<file path="src/design/mfs_pkg.sv">
// Constants, types and a helper function for the flow meter serial slave.
// Assumes a single 20 MHz system clock shared by every user of the package.
package mfs_pkg;

    // System clock rate and the eight selectable bit rates.
    localparam int unsigned CLK_HZ = 20_000_000;
    localparam logic [15:0] BIT_CYC [8] = '{
        16'(CLK_HZ / 1200), 16'(CLK_HZ / 2400), 16'(CLK_HZ / 4800),
        16'(CLK_HZ / 9600), 16'(CLK_HZ / 19200), 16'(CLK_HZ / 38400),
        16'(CLK_HZ / 57600), 16'(CLK_HZ / 115200)};

    // Timing of the response delay, one unit being one millisecond.
    localparam int unsigned CLK_PERIOD_NS = 50;
    localparam int unsigned RESP_UNIT_NS = 1_000_000;
    localparam int unsigned MS_CYC = RESP_UNIT_NS / CLK_PERIOD_NS;

    // Character framing and idle gap that ends a frame in RTU mode.
    localparam int unsigned CHAR_BITS = 10;
    localparam int unsigned GAP_CHARS_RST = 7;

    // Values after reset, the highest accepted address and the CRC constants.
    localparam logic [2:0] BAUD_SEL_RST = 3'h4;
    localparam logic [7:0] ADDR_AUTO = 8'h00;
    localparam logic [7:0] ADDR_MAX = 8'hfb;
    localparam logic [7:0] RESP_MS_RST = 8'h00;
    localparam logic [15:0] CRC_INIT = 16'hffff;
    localparam logic [15:0] CRC_POLY = 16'ha001;

    // Protocol codes.
    localparam logic [7:0] FUNC_READ = 8'h03;
    localparam logic [7:0] FUNC_EXC = 8'h80;
    localparam logic [7:0] EXC_FUNC = 8'h01;
    localparam logic [7:0] EXC_QTY = 8'h03;
    localparam logic [7:0] QTY_MAX = 8'h7d;
    localparam logic [7:0] CH_COLON = 8'h3a;
    localparam logic [7:0] CH_CR = 8'h0d;
    localparam logic [7:0] CH_LF = 8'h0a;
    localparam logic [7:0] RTU_REQ_LEN = 8'h08;
    localparam logic [7:0] ASC_REQ_LEN = 8'h07;

    // Register addresses of the six measurement values.
    localparam logic [15:0] REG_VEL = 16'h0000;
    localparam logic [15:0] REG_FLOW = 16'h0006;
    localparam logic [15:0] REG_FWD = 16'h000c;
    localparam logic [15:0] REG_BWD = 16'h0012;
    localparam logic [15:0] REG_GAS_T = 16'h0018;
    localparam logic [15:0] REG_AMB_T = 16'h0024;

    // Link configuration.
    typedef struct packed {
        logic       ascii;
        logic [2:0] baud_sel;
        logic [7:0] addr;
        logic [7:0] resp_ms;
    } mfs_cfg_t;

    localparam mfs_cfg_t CFG_RST = '{1'b0, BAUD_SEL_RST, ADDR_AUTO,
        RESP_MS_RST};

    // Measurement values offered to the master.
    typedef struct packed {
        logic [31:0] gas_velocity_value;
        logic [31:0] volume_flow_value;
        logic [31:0] forward_total_counter;
        logic [31:0] backward_total_counter;
        logic [31:0] gas_temperature_value;
        logic [31:0] surrounding_temperature_value;
    } mfs_meas_t;

    // One byte step of the reflected CRC-16.
    function automatic logic [15:0] crc_step(input logic [15:0] c,
        input logic [7:0] b);
        logic [15:0] r;
        r = c ^ {8'h00, b};
        for (int i = 0; i < 8; i++)
        begin
            r = r[0] ? ((r >> 1) ^ CRC_POLY) : (r >> 1);
        end
        return r;
    endfunction

endpackage

</file>
<file path="src/design/mfs_slave.sv">
// Serial slave of the flow meter: receives read requests, answers them.
// Assumes an external RS485 transceiver; rx_i is asynchronous to clk_i.
`timescale 1ns/1ns
`default_nettype none
module mfs_slave
    import mfs_pkg::*;
#(
    parameter int unsigned CYC_PER_MS = mfs_pkg::MS_CYC,
    parameter int unsigned GAP_CHARS = mfs_pkg::GAP_CHARS_RST
)
(
    input wire logic clk_i, // System clock, 20 MHz.
    input wire logic sys_rst_i, // Synchronous reset, active high.
    input wire logic rx_i, // Receive data from the line.
    output logic tx_o, // Transmit data to the line.
    output logic line_oe_n_o, // Low while the slave drives the line.
    input wire mfs_pkg::mfs_cfg_t cfg_i, // New configuration.
    input wire logic cfg_load_i, // Pulse: take cfg_i.
    input wire logic [7:0] serial_lo_i, // Last two serial digits, binary.
    input wire mfs_pkg::mfs_meas_t meas_i // Live measurement values.
);
    import mfs_pkg::*;

    typedef enum {RX_IDLE, RX_START, RX_DATA, RX_STOP} mfs_rx_t;
    typedef enum {M_RX, M_WAIT, M_LEAD, M_BODY, M_CR, M_LF, M_END} mfs_st_t;

    mfs_cfg_t cfg_q;
    logic rx_s1_q, rx_s2_q;
    mfs_rx_t rx_st_q;
    logic [15:0] rx_cnt_q;
    logic [2:0] rx_bit_q;
    logic [7:0] rx_sh_q;
    logic rx_stb_q;
    logic [23:0] gap_q;
    logic [7:0] buf_q [6];
    logic [7:0] nb_q;
    logic [15:0] chk_q;
    logic [3:0] hi_q;
    logic half_q, in_frame_q;
    mfs_st_t st_q;
    logic exc_q;
    logic [7:0] code_q, qty_q;
    logic [15:0] start_q;
    logic [7:0] ms_left_q;
    logic [23:0] ms_cyc_q;
    logic [8:0] k_q;
    logic nib_q;
    logic [15:0] txc_q;
    logic [9:0] tx_sh_q;
    logic [3:0] tx_bits_q;
    logic line_oe_n_q;
    logic [15:0] rx_cnt_tx_q;

    logic [15:0] bit_cyc;
    logic [23:0] gap_cyc;
    logic [7:0] my_addr;
    logic push;
    logic [7:0] push_b;
    logic [4:0] hexv;
    logic frame_end, ok, take;
    logic [8:0] plen, nbin;
    logic [7:0] cur_b, ch;
    logic send, byte_done;

    // Decodes an ASCII hex digit; bit 4 flags a valid digit.
    function automatic logic [4:0] hex_val(input logic [7:0] c);
        if (c >= 8'h30 && c <= 8'h39)
            return {1'b1, 4'(c - 8'h30)};
        else if (c >= 8'h41 && c <= 8'h46)
            return {1'b1, 4'(c - 8'h37)};
        else
            return 5'h00;
    endfunction

    // Picks the 16-bit word at a register address; gaps read as zero.
    function automatic logic [15:0] reg_word(input logic [15:0] a,
        input mfs_meas_t m);
        logic [31:0] v;
        v = 32'h0000_0000;
        if (a[15:1] == REG_VEL[15:1])
            v = m.gas_velocity_value;
        else if (a[15:1] == REG_FLOW[15:1])
            v = m.volume_flow_value;
        else if (a[15:1] == REG_FWD[15:1])
            v = m.forward_total_counter;
        else if (a[15:1] == REG_BWD[15:1])
            v = m.backward_total_counter;
        else if (a[15:1] == REG_GAS_T[15:1])
            v = m.gas_temperature_value;
        else if (a[15:1] == REG_AMB_T[15:1])
            v = m.surrounding_temperature_value;
        // Low word (bytes 1, 0) first, then high word (bytes 3, 2).
        return a[0] ? v[31:16] : v[15:0];
    endfunction

    // Configuration; out-of-range addresses are refused whole.
    always_ff @(posedge clk_i)
    begin
        if (sys_rst_i)
            cfg_q <= CFG_RST;
        else if (cfg_load_i && cfg_i.addr <= ADDR_MAX)
            cfg_q <= cfg_i;
    end

    // An address of zero means none was configured.
    assign my_addr = (cfg_q.addr == ADDR_AUTO) ? serial_lo_i : cfg_q.addr;
    assign bit_cyc = BIT_CYC[cfg_q.baud_sel];
    assign gap_cyc = 24'(bit_cyc) * 24'(CHAR_BITS * GAP_CHARS);

    // Two-stage synchroniser for the line input.
    always_ff @(posedge clk_i)
    begin
        if (sys_rst_i)
        begin
            rx_s1_q <= 1'b1;
            rx_s2_q <= 1'b1;
        end
        else
        begin
            rx_s1_q <= rx_i;
            rx_s2_q <= rx_s1_q;
        end
    end

    // Receiver: samples mid-bit; a bad stop bit drops the character.
    always_ff @(posedge clk_i)
    begin
        rx_stb_q <= 1'b0;
        if (sys_rst_i)
        begin
            rx_st_q <= RX_IDLE;
            rx_cnt_q <= 16'h0000;
            rx_bit_q <= 3'h0;
            rx_sh_q <= 8'h00;
        end
        else
        begin
            rx_cnt_q <= rx_cnt_q + 16'h0001;
            case (rx_st_q)
                RX_IDLE:
                begin
                    rx_cnt_q <= 16'h0000;
                    if (!rx_s2_q)
                        rx_st_q <= RX_START;
                end
                RX_START:
                    if (rx_cnt_q == (bit_cyc >> 1))
                    begin
                        rx_cnt_q <= 16'h0000;
                        rx_bit_q <= 3'h0;
                        rx_st_q <= rx_s2_q ? RX_IDLE : RX_DATA;
                    end
                RX_DATA:
                    if (rx_cnt_q == bit_cyc - 16'h0001)
                    begin
                        rx_cnt_q <= 16'h0000;
                        rx_sh_q <= {rx_s2_q, rx_sh_q[7:1]};
                        rx_bit_q <= rx_bit_q + 3'h1;
                        if (rx_bit_q == 3'h7)
                            rx_st_q <= RX_STOP;
                    end
                default:
                    if (rx_cnt_q == bit_cyc - 16'h0001)
                    begin
                        rx_st_q <= RX_IDLE;
                        rx_stb_q <= rx_s2_q;
                    end
            endcase
        end
    end

    // Idle time on the line, saturating at the frame gap.
    always_ff @(posedge clk_i)
    begin
        if (sys_rst_i || !rx_s2_q || rx_st_q != RX_IDLE)
            gap_q <= 24'h00_0000;
        else if (gap_q != gap_cyc)
            gap_q <= gap_q + 24'h00_0001;
    end

    // Byte assembly: RTU bytes as received, ASCII from hex pairs.
    always_comb
    begin
        hexv = hex_val(rx_sh_q);
        push = 1'b0;
        push_b = rx_sh_q;
        if (rx_stb_q && st_q == M_RX)
        begin
            if (!cfg_q.ascii)
                push = 1'b1;
            else if (in_frame_q && half_q && hexv[4])
            begin
                push = 1'b1;
                push_b = {hi_q, hexv[3:0]};
            end
        end
        frame_end = (st_q == M_RX) && (cfg_q.ascii
            ? (rx_stb_q && in_frame_q && rx_sh_q == CH_LF)
            : (gap_q == gap_cyc && nb_q != 8'h00));
        ok = cfg_q.ascii ? (chk_q[7:0] == 8'h00 && !half_q)
                         : (chk_q == 16'h0000);
        take = frame_end && ok && buf_q[0] == my_addr;
    end

    // Frame buffer with running CRC or LRC over every byte.
    always_ff @(posedge clk_i)
    begin
        if (sys_rst_i || frame_end || st_q != M_RX)
        begin
            nb_q <= 8'h00;
            chk_q <= cfg_q.ascii ? 16'h0000 : CRC_INIT;
            half_q <= 1'b0;
            in_frame_q <= 1'b0;
        end
        else if (cfg_q.ascii && rx_stb_q && rx_sh_q == CH_COLON)
        begin
            // A colon always restarts the frame.
            nb_q <= 8'h00;
            chk_q <= 16'h0000;
            half_q <= 1'b0;
            in_frame_q <= 1'b1;
        end
        else if (cfg_q.ascii && rx_stb_q && in_frame_q)
        begin
            if (hexv[4])
                half_q <= !half_q;
            else if (rx_sh_q != CH_CR)
                in_frame_q <= 1'b0;
            hi_q <= hexv[3:0];
        end
        if (push && !sys_rst_i && !frame_end)
        begin
            if (nb_q < 8'h06)
                buf_q[nb_q[2:0]] <= push_b;
            if (nb_q != 8'hff)
                nb_q <= nb_q + 8'h01;
            chk_q <= cfg_q.ascii ? {8'h00, chk_q[7:0] + push_b}
                                 : crc_step(chk_q, push_b);
        end
    end

    // Payload: address, function, count or code, then register bytes.
    always_comb
    begin
        plen = exc_q ? 9'h003 : 9'(9'h003 + {qty_q, 1'b0});
        nbin = plen + (cfg_q.ascii ? 9'h001 : 9'h002);
        if (k_q == 9'h000)
            cur_b = my_addr;
        else if (k_q == 9'h001)
            cur_b = exc_q ? (code_q == EXC_FUNC ? FUNC_EXC | buf_q[1]
                                                : FUNC_EXC | FUNC_READ)
                          : FUNC_READ;
        else if (k_q == 9'h002)
            cur_b = exc_q ? code_q : 8'({qty_q, 1'b0});
        else if (k_q < plen)
        begin
            // Each word goes high byte first.
            cur_b = 8'((k_q[0] ? reg_word(start_q
                + 16'((k_q - 9'h003) >> 1), meas_i) >> 8
                : reg_word(start_q + 16'((k_q - 9'h003) >> 1), meas_i))
                & 16'h00ff);
        end
        else if (k_q == plen)
            cur_b = cfg_q.ascii ? 8'(8'h00 - txc_q[7:0]) : txc_q[7:0];
        else
            cur_b = txc_q[15:8];
        case (st_q)
            M_LEAD: ch = CH_COLON;
            M_CR: ch = CH_CR;
            M_LF: ch = CH_LF;
            default:
            begin
                ch = nib_q ? {4'h0, cur_b[3:0]} : {4'h0, cur_b[7:4]};
                ch = (ch < 8'h0a) ? ch + 8'h30 : ch + 8'h37;
                if (!cfg_q.ascii)
                    ch = cur_b;
            end
        endcase
        send = (st_q == M_LEAD || st_q == M_BODY || st_q == M_CR
            || st_q == M_LF) && tx_bits_q == 4'h0;
        byte_done = send && st_q == M_BODY && (!cfg_q.ascii || nib_q);
    end

    // Control: transmits only after a valid addressed request.
    always_ff @(posedge clk_i)
    begin
        if (sys_rst_i)
        begin
            st_q <= M_RX;
            exc_q <= 1'b0;
            code_q <= 8'h00;
            qty_q <= 8'h00;
            start_q <= 16'h0000;
            ms_left_q <= 8'h00;
            ms_cyc_q <= 24'h00_0000;
            k_q <= 9'h000;
            nib_q <= 1'b0;
            txc_q <= CRC_INIT;
        end
        else
        begin
            case (st_q)
                M_RX:
                    if (take)
                    begin
                        start_q <= {buf_q[2], buf_q[3]};
                        qty_q <= buf_q[5];
                        ms_left_q <= cfg_q.resp_ms;
                        ms_cyc_q <= 24'h00_0000;
                        k_q <= 9'h000;
                        nib_q <= 1'b0;
                        txc_q <= cfg_q.ascii ? 16'h0000 : CRC_INIT;
                        if (buf_q[1] != FUNC_READ)
                        begin
                            exc_q <= 1'b1;
                            code_q <= EXC_FUNC;
                            st_q <= M_WAIT;
                        end
                        else if (nb_q == (cfg_q.ascii ? ASC_REQ_LEN
                                                      : RTU_REQ_LEN))
                        begin
                            exc_q <= buf_q[4] != 8'h00 || buf_q[5] == 8'h00
                                || buf_q[5] > QTY_MAX;
                            code_q <= EXC_QTY;
                            st_q <= M_WAIT;
                        end
                    end
                M_WAIT:
                    if (ms_left_q == 8'h00)
                        st_q <= cfg_q.ascii ? M_LEAD : M_BODY;
                    else if (ms_cyc_q == 24'(CYC_PER_MS - 1))
                    begin
                        ms_cyc_q <= 24'h00_0000;
                        ms_left_q <= ms_left_q - 8'h01;
                    end
                    else
                        ms_cyc_q <= ms_cyc_q + 24'h00_0001;
                M_LEAD:
                    if (send)
                        st_q <= M_BODY;
                M_BODY:
                begin
                    if (send && cfg_q.ascii)
                        nib_q <= !nib_q;
                    if (byte_done)
                    begin
                        if (k_q < plen)
                            txc_q <= cfg_q.ascii
                                ? {8'h00, txc_q[7:0] + cur_b}
                                : crc_step(txc_q, cur_b);
                        k_q <= k_q + 9'h001;
                        if (k_q == nbin - 9'h001)
                            st_q <= cfg_q.ascii ? M_CR : M_END;
                    end
                end
                M_CR:
                    if (send)
                        st_q <= M_LF;
                M_LF:
                    if (send)
                        st_q <= M_END;
                default:
                    if (tx_bits_q == 4'h0)
                        st_q <= M_RX;
            endcase
        end
    end

    // Transmitter: start, eight data bits LSB first, one stop bit.
    always_ff @(posedge clk_i)
    begin
        if (sys_rst_i)
        begin
            tx_sh_q <= 10'h3ff;
            tx_bits_q <= 4'h0;
        end
        else if (send)
        begin
            tx_sh_q <= {1'b1, ch, 1'b0};
            tx_bits_q <= 4'(CHAR_BITS);
        end
        else if (tx_bits_q != 4'h0 && rx_cnt_tx_q == bit_cyc - 16'h0001)
        begin
            tx_sh_q <= {1'b1, tx_sh_q[9:1]};
            tx_bits_q <= tx_bits_q - 4'h1;
        end
    end

    // Bit timer of the transmitter.
    always_ff @(posedge clk_i)
    begin
        if (sys_rst_i || send || rx_cnt_tx_q == bit_cyc - 16'h0001)
            rx_cnt_tx_q <= 16'h0000;
        else
            rx_cnt_tx_q <= rx_cnt_tx_q + 16'h0001;
    end

    // The line is driven only while a reply is in flight.
    always_ff @(posedge clk_i)
    begin
        if (sys_rst_i)
            line_oe_n_q <= 1'b1;
        else
            line_oe_n_q <= !(st_q == M_LEAD || st_q == M_BODY
                || st_q == M_CR || st_q == M_LF || tx_bits_q != 4'h0);
    end

    assign tx_o = tx_sh_q[0];
    assign line_oe_n_o = line_oe_n_q;

endmodule
`default_nettype wire

</file>
<file path="config.mk">
export PLATFORM = sky130hd
export DESIGN_NAME = mfs_slave
export DESIGN_NICKNAME = d
export VERILOG_FILES = /design/src/design/mfs_pkg.sv /design/src/design/mfs_slave.sv
export SDC_FILE = /design/constraint.sdc
export NUM_CORES = 1
export LEC_CHECK = 0
export ABC_AREA = 1
export BUFFER_PORTS_ARGS = -buffer_cell sky130_fd_sc_hd__buf_4
export CORE_MARGIN = 10
export CORE_UTILIZATION = 30
export CTS_CLUSTER_SIZE = 10
export DETAILED_ROUTE_END_ITERATION = 12
export SETUP_SLACK_MARGIN = 0.3
export SLEW_MARGIN = 30
export SYNTH_ARGS = -nofsm -noshare
export SYNTH_HDL_FRONTEND = slang
export SYNTH_SLANG_ARGS = --single-unit
export TNS_END_PERCENT = 5
</file>
<file path="constraint.sdc">
create_clock -name clk_i -period 8.25 [get_ports clk_i]
set_input_delay 1.65 -clock clk_i [delete_from_list [all_inputs] [get_ports clk_i]]
set_output_delay 1.65 -clock clk_i [all_outputs]
set_load 0.01 [all_outputs]
</file>
==> results.json <==
{
  "layout_worst_path_cycle_share": 0.834,
  "cts_sinks": 272,
  "cp.required_ns": 8.75,
  "diodes": 0,
  "postSynthCellCount": 3091,
  "cts.clk_slew.worst_paths_ns": 0.06,
  "stdcell_area_mm2": 0.0245,
  "regArea_mm2": 0.00613,
  "nFillCells": 7517,
  "syn_to_final_growth_pct": 17.5,
  "root_buffer": "clkbuf_16",
  "synth.avg_cell_area_um2": 6.74,
  "synth_cell_types": 71,
  "synth_seq_cells": 272,
  "dieArea_mm2": 0.0804,
  "status": "completed",
  "worstMarginPinSlew_ns": 0.937,
  "cts_made_buffers": 35,
  "gp_congestion": 0.885,
  "critical_path_arrival_ns": 7.38,
  "power.density_mw_per_mm2": 183,
  "route.detailed.drc": 0,
  "power_leakage_nw": 10.8,
  "io_pins": 226,
  "die_w_um": 284,
  "core_mm2": 0.0687,
  "crit_slowest_cell": "fa_1",
  "ant_nets": 0,
  "multiInputGateArea_mm2": 0.0126,
  "cp-end-kind": "flop",
  "ir_drop_uv": 125,
  "p_total_mw": 4.49,
  "ys_async_sr_fraction": 0,
  "cap_violations": 0,
  "nNetsFinal": 3649,
  "synth-main-ff-cell": "dfxtp_1",
  "hold_class": "reg2reg",
  "vias": 20500,
  "antenna_found_initial": 1,
  "post-route-util": 0.356,
  "grt_max_degree": 73,
  "fmax_mhz": 145,
  "grt.total_usage": 0.150,
  "setup_viol": 0,
  "wl_um": 63300,
  "insertion_delay_ns": 0.56,
  "start_util": 0.303,
  "syn-cell-area_mm2": 0.0208,
  "critPathKind": "reg2reg",
  "cpPeakStageDelay_ns": 0.52,
  "cts_max_level": 2,
  "relSlewSlack": 0.373,
  "synthesis.nets": 3457,
  "postCtsHoldBufs": 0,
  "start_kind": "flop",
  "clockBufferDepth": 3,
  "drive_gt1_frac": 0.115,
  "dp_hpwl_um": 49300,
  "final_max_slew_viol_count": 0,
  "rsz0062_at_grt": "false",
  "port_buffers": 225,
  "postCtsSetupBuffers": 0,
  "synth_warnings": 0,
  "firstDrtPassIters": 7,
  "cp_max_fo": 53,
  "period_needed_ns": 6.88,
  "viasPerCell": 4.84,
  "yosysSeqAreaShare": 0.294,
  "placed_area_mm2": 0.0234,
  "synth-edff-count": 68,
  "rows": 96,
  "r2r_slack_ns": 1.37,
  "grt_pass1_vias": 19400,
  "initialDrtViolationCount": 1318,
  "setup_tns_ns": 0,
  "hold_violations": 0,
  "grt-ovfl-total": 0,
  "cts_tree": "yes",
  "finClkSkew_ns": 0.0366,
  "ctsResizeCount": 0,
  "wl_per_cell_um": 15.0,
  "grt_pass1_wl_um": 102000,
  "die_h_um": 284
}
## worst max-delay path: cells and delay by family, from the launching register on
kind | cells | cell delay (ns)
simple gates | 17 | 3.05
flops | 1 | 0.45
fa+ha+maj | 5 | 1.58
buf+inv | 6 | 0.85
compound gates | 3 | 0.50
xor+xnor | 2 | 0.35
## cell usage in the layout (no fill, tap or decap), types with 5 or more instances in the layout
master     synthesis  routed
nand2_2           18      18
inv_2              4       5
dfxtp_1          204     204
nor3_2             1       5
o22ai_1           11      11
ha_1             131     131
o21ai_1           13      14
o211ai_1          12      12
and3_1             7       7
a211oi_1           6       6
nand3b_1          10      10
o31ai_1            6       6
nor2_2             8       9
clkbuf_16          0      35
inv_1            416     415
buf_4              8     254
a221oi_1           6       6
nand4_1           81      81
clkinv_1           7       7
nor3b_1           12      12
nor3_1            78      74
fa_1              11      11
o21ai_0          199     198
and2_1             5       5
clkbuf_1          54      13
xor2_1           111     111
a31oi_1            7       7
nand3_1          172     172
or2_2             22      22
o211a_1            5       5
nor4_1            36      36
nor2_1           319     318
nand2_4            5       5
a21oi_1          220     220
nand2_1          685     685
xnor2_1           38      38
a21boi_0           5       5
nand3_2            5       5
edfxtp_1          68      68
## power breakdown
part,internal [mW],total [mW],switching (mW)
clock,0.842,1.44,0.596
sequential,1.51,1.62,0.115
combinational,0.560,1.43,0.869
total,2.91,4.49,1.58
## registers in the layout (all words and copies together), names as in the netlist, 9 cells and up
| name | cells |
|---|---|
| buf_q | 48 |
| cfg_q | 20 |
| chk_q | 16 |
| gap_q | 24 |
| k_q | 9 |
| ms_cyc_q | 24 |
| rx_cnt_q | 16 |
| rx_cnt_tx_q | 16 |
| start_q | 16 |
| tx_sh_q | 9 |
| txc_q | 16 |
## synth_stat cells (all sizes together) (2+ instances only)
cell type	count	area [um^2]
inv	421	1580
a211oi	6	45.0
nand3	178	928
fa	11	220
or3	2	12.5
buf	45	297
nor4	37	238
a21boi	5	37.5
nor2	330	1290
nand4	81	507
and3	7	43.8
dfxtp	204	4080
a221oi	6	52.6
or2	24	150
clkbuf	54	203
a21oi	221	1110
nand2	708	2740
o21bai	3	22.5
ha	131	1640
a31o	2	17.5
xnor2	38	333
o311ai	2	17.5
a2111oi	3	27.5
o211a	5	50.1
o2111ai	4	35.0
o22ai	11	68.8
nor3b	12	90.1
a21o	2	15.0
nor4b	2	17.5
o31ai	7	57.6
edfxtp	68	2040
a221o	4	40.0
o211ai	12	90.1
o21ai	214	1080
and2	5	31.3
xor2	112	988
or4	2	15.0
clkinv	7	26.3
a31oi	7	43.8
nand3b	10	75.1
nor3	79	400
## metrics by stage
| step | worst slack (ns) | hold slack [ns] | cells |
|---|---|---|---|
| floorplan | 2.52 | 0.389 | 3091 |
| global placement | 1.30 | 0.391 | 4177 |
| detailed placement | 1.24 | 0.395 | 4177 |
| CTS | 1.17 | 0.411 | 4234 |
| global route | 0.782 | 0.427 | 4234 |
| finish | 1.37 | 0.409 | 4234 |
## worst paths after layout
path              depth (start not counted)       end  startpoint
hold / removal                            1   rx_s2_q     rx_s1_q
setup reg to reg                         33  txc_q[7]   cfg_q[17]
hold reg to reg                           1   rx_s2_q     rx_s1_q
setup / recovery                         33  txc_q[7]   cfg_q[17]
## metal layers
| layer | wire length, um | GRT usage |
|---|---|---|
| met5 | 13 | 0 |
| met3 | 3220 | 0.0251 |
| met1 | 29700 | 0.197 |
| met4 | 1490 | 0.0395 |
| met2 | 29000 | 0.253 |
## cell type report
type,instances,share of cell area
multi-input cells,2292,0.516
repair buffers,254,0.0779
inverters,428,0.0657
well taps,931,0.0476
clock inverters,6,0.00332
clock buffers,51,0.0395
flip-flops and latches,272,0.250
## cells by family after synthesis
logic type	synth area share
adders and majority gates	0.0892
buffers and inverters	0.101
muxes	0.00102
and+or+nand+nor	0.314
DFF	0.294
AOI/OAI and AO/OA	0.137
other	0.000180
xor gates and xnor gates	0.0634
No activity file was read; power rests on OpenSTA's default activity.
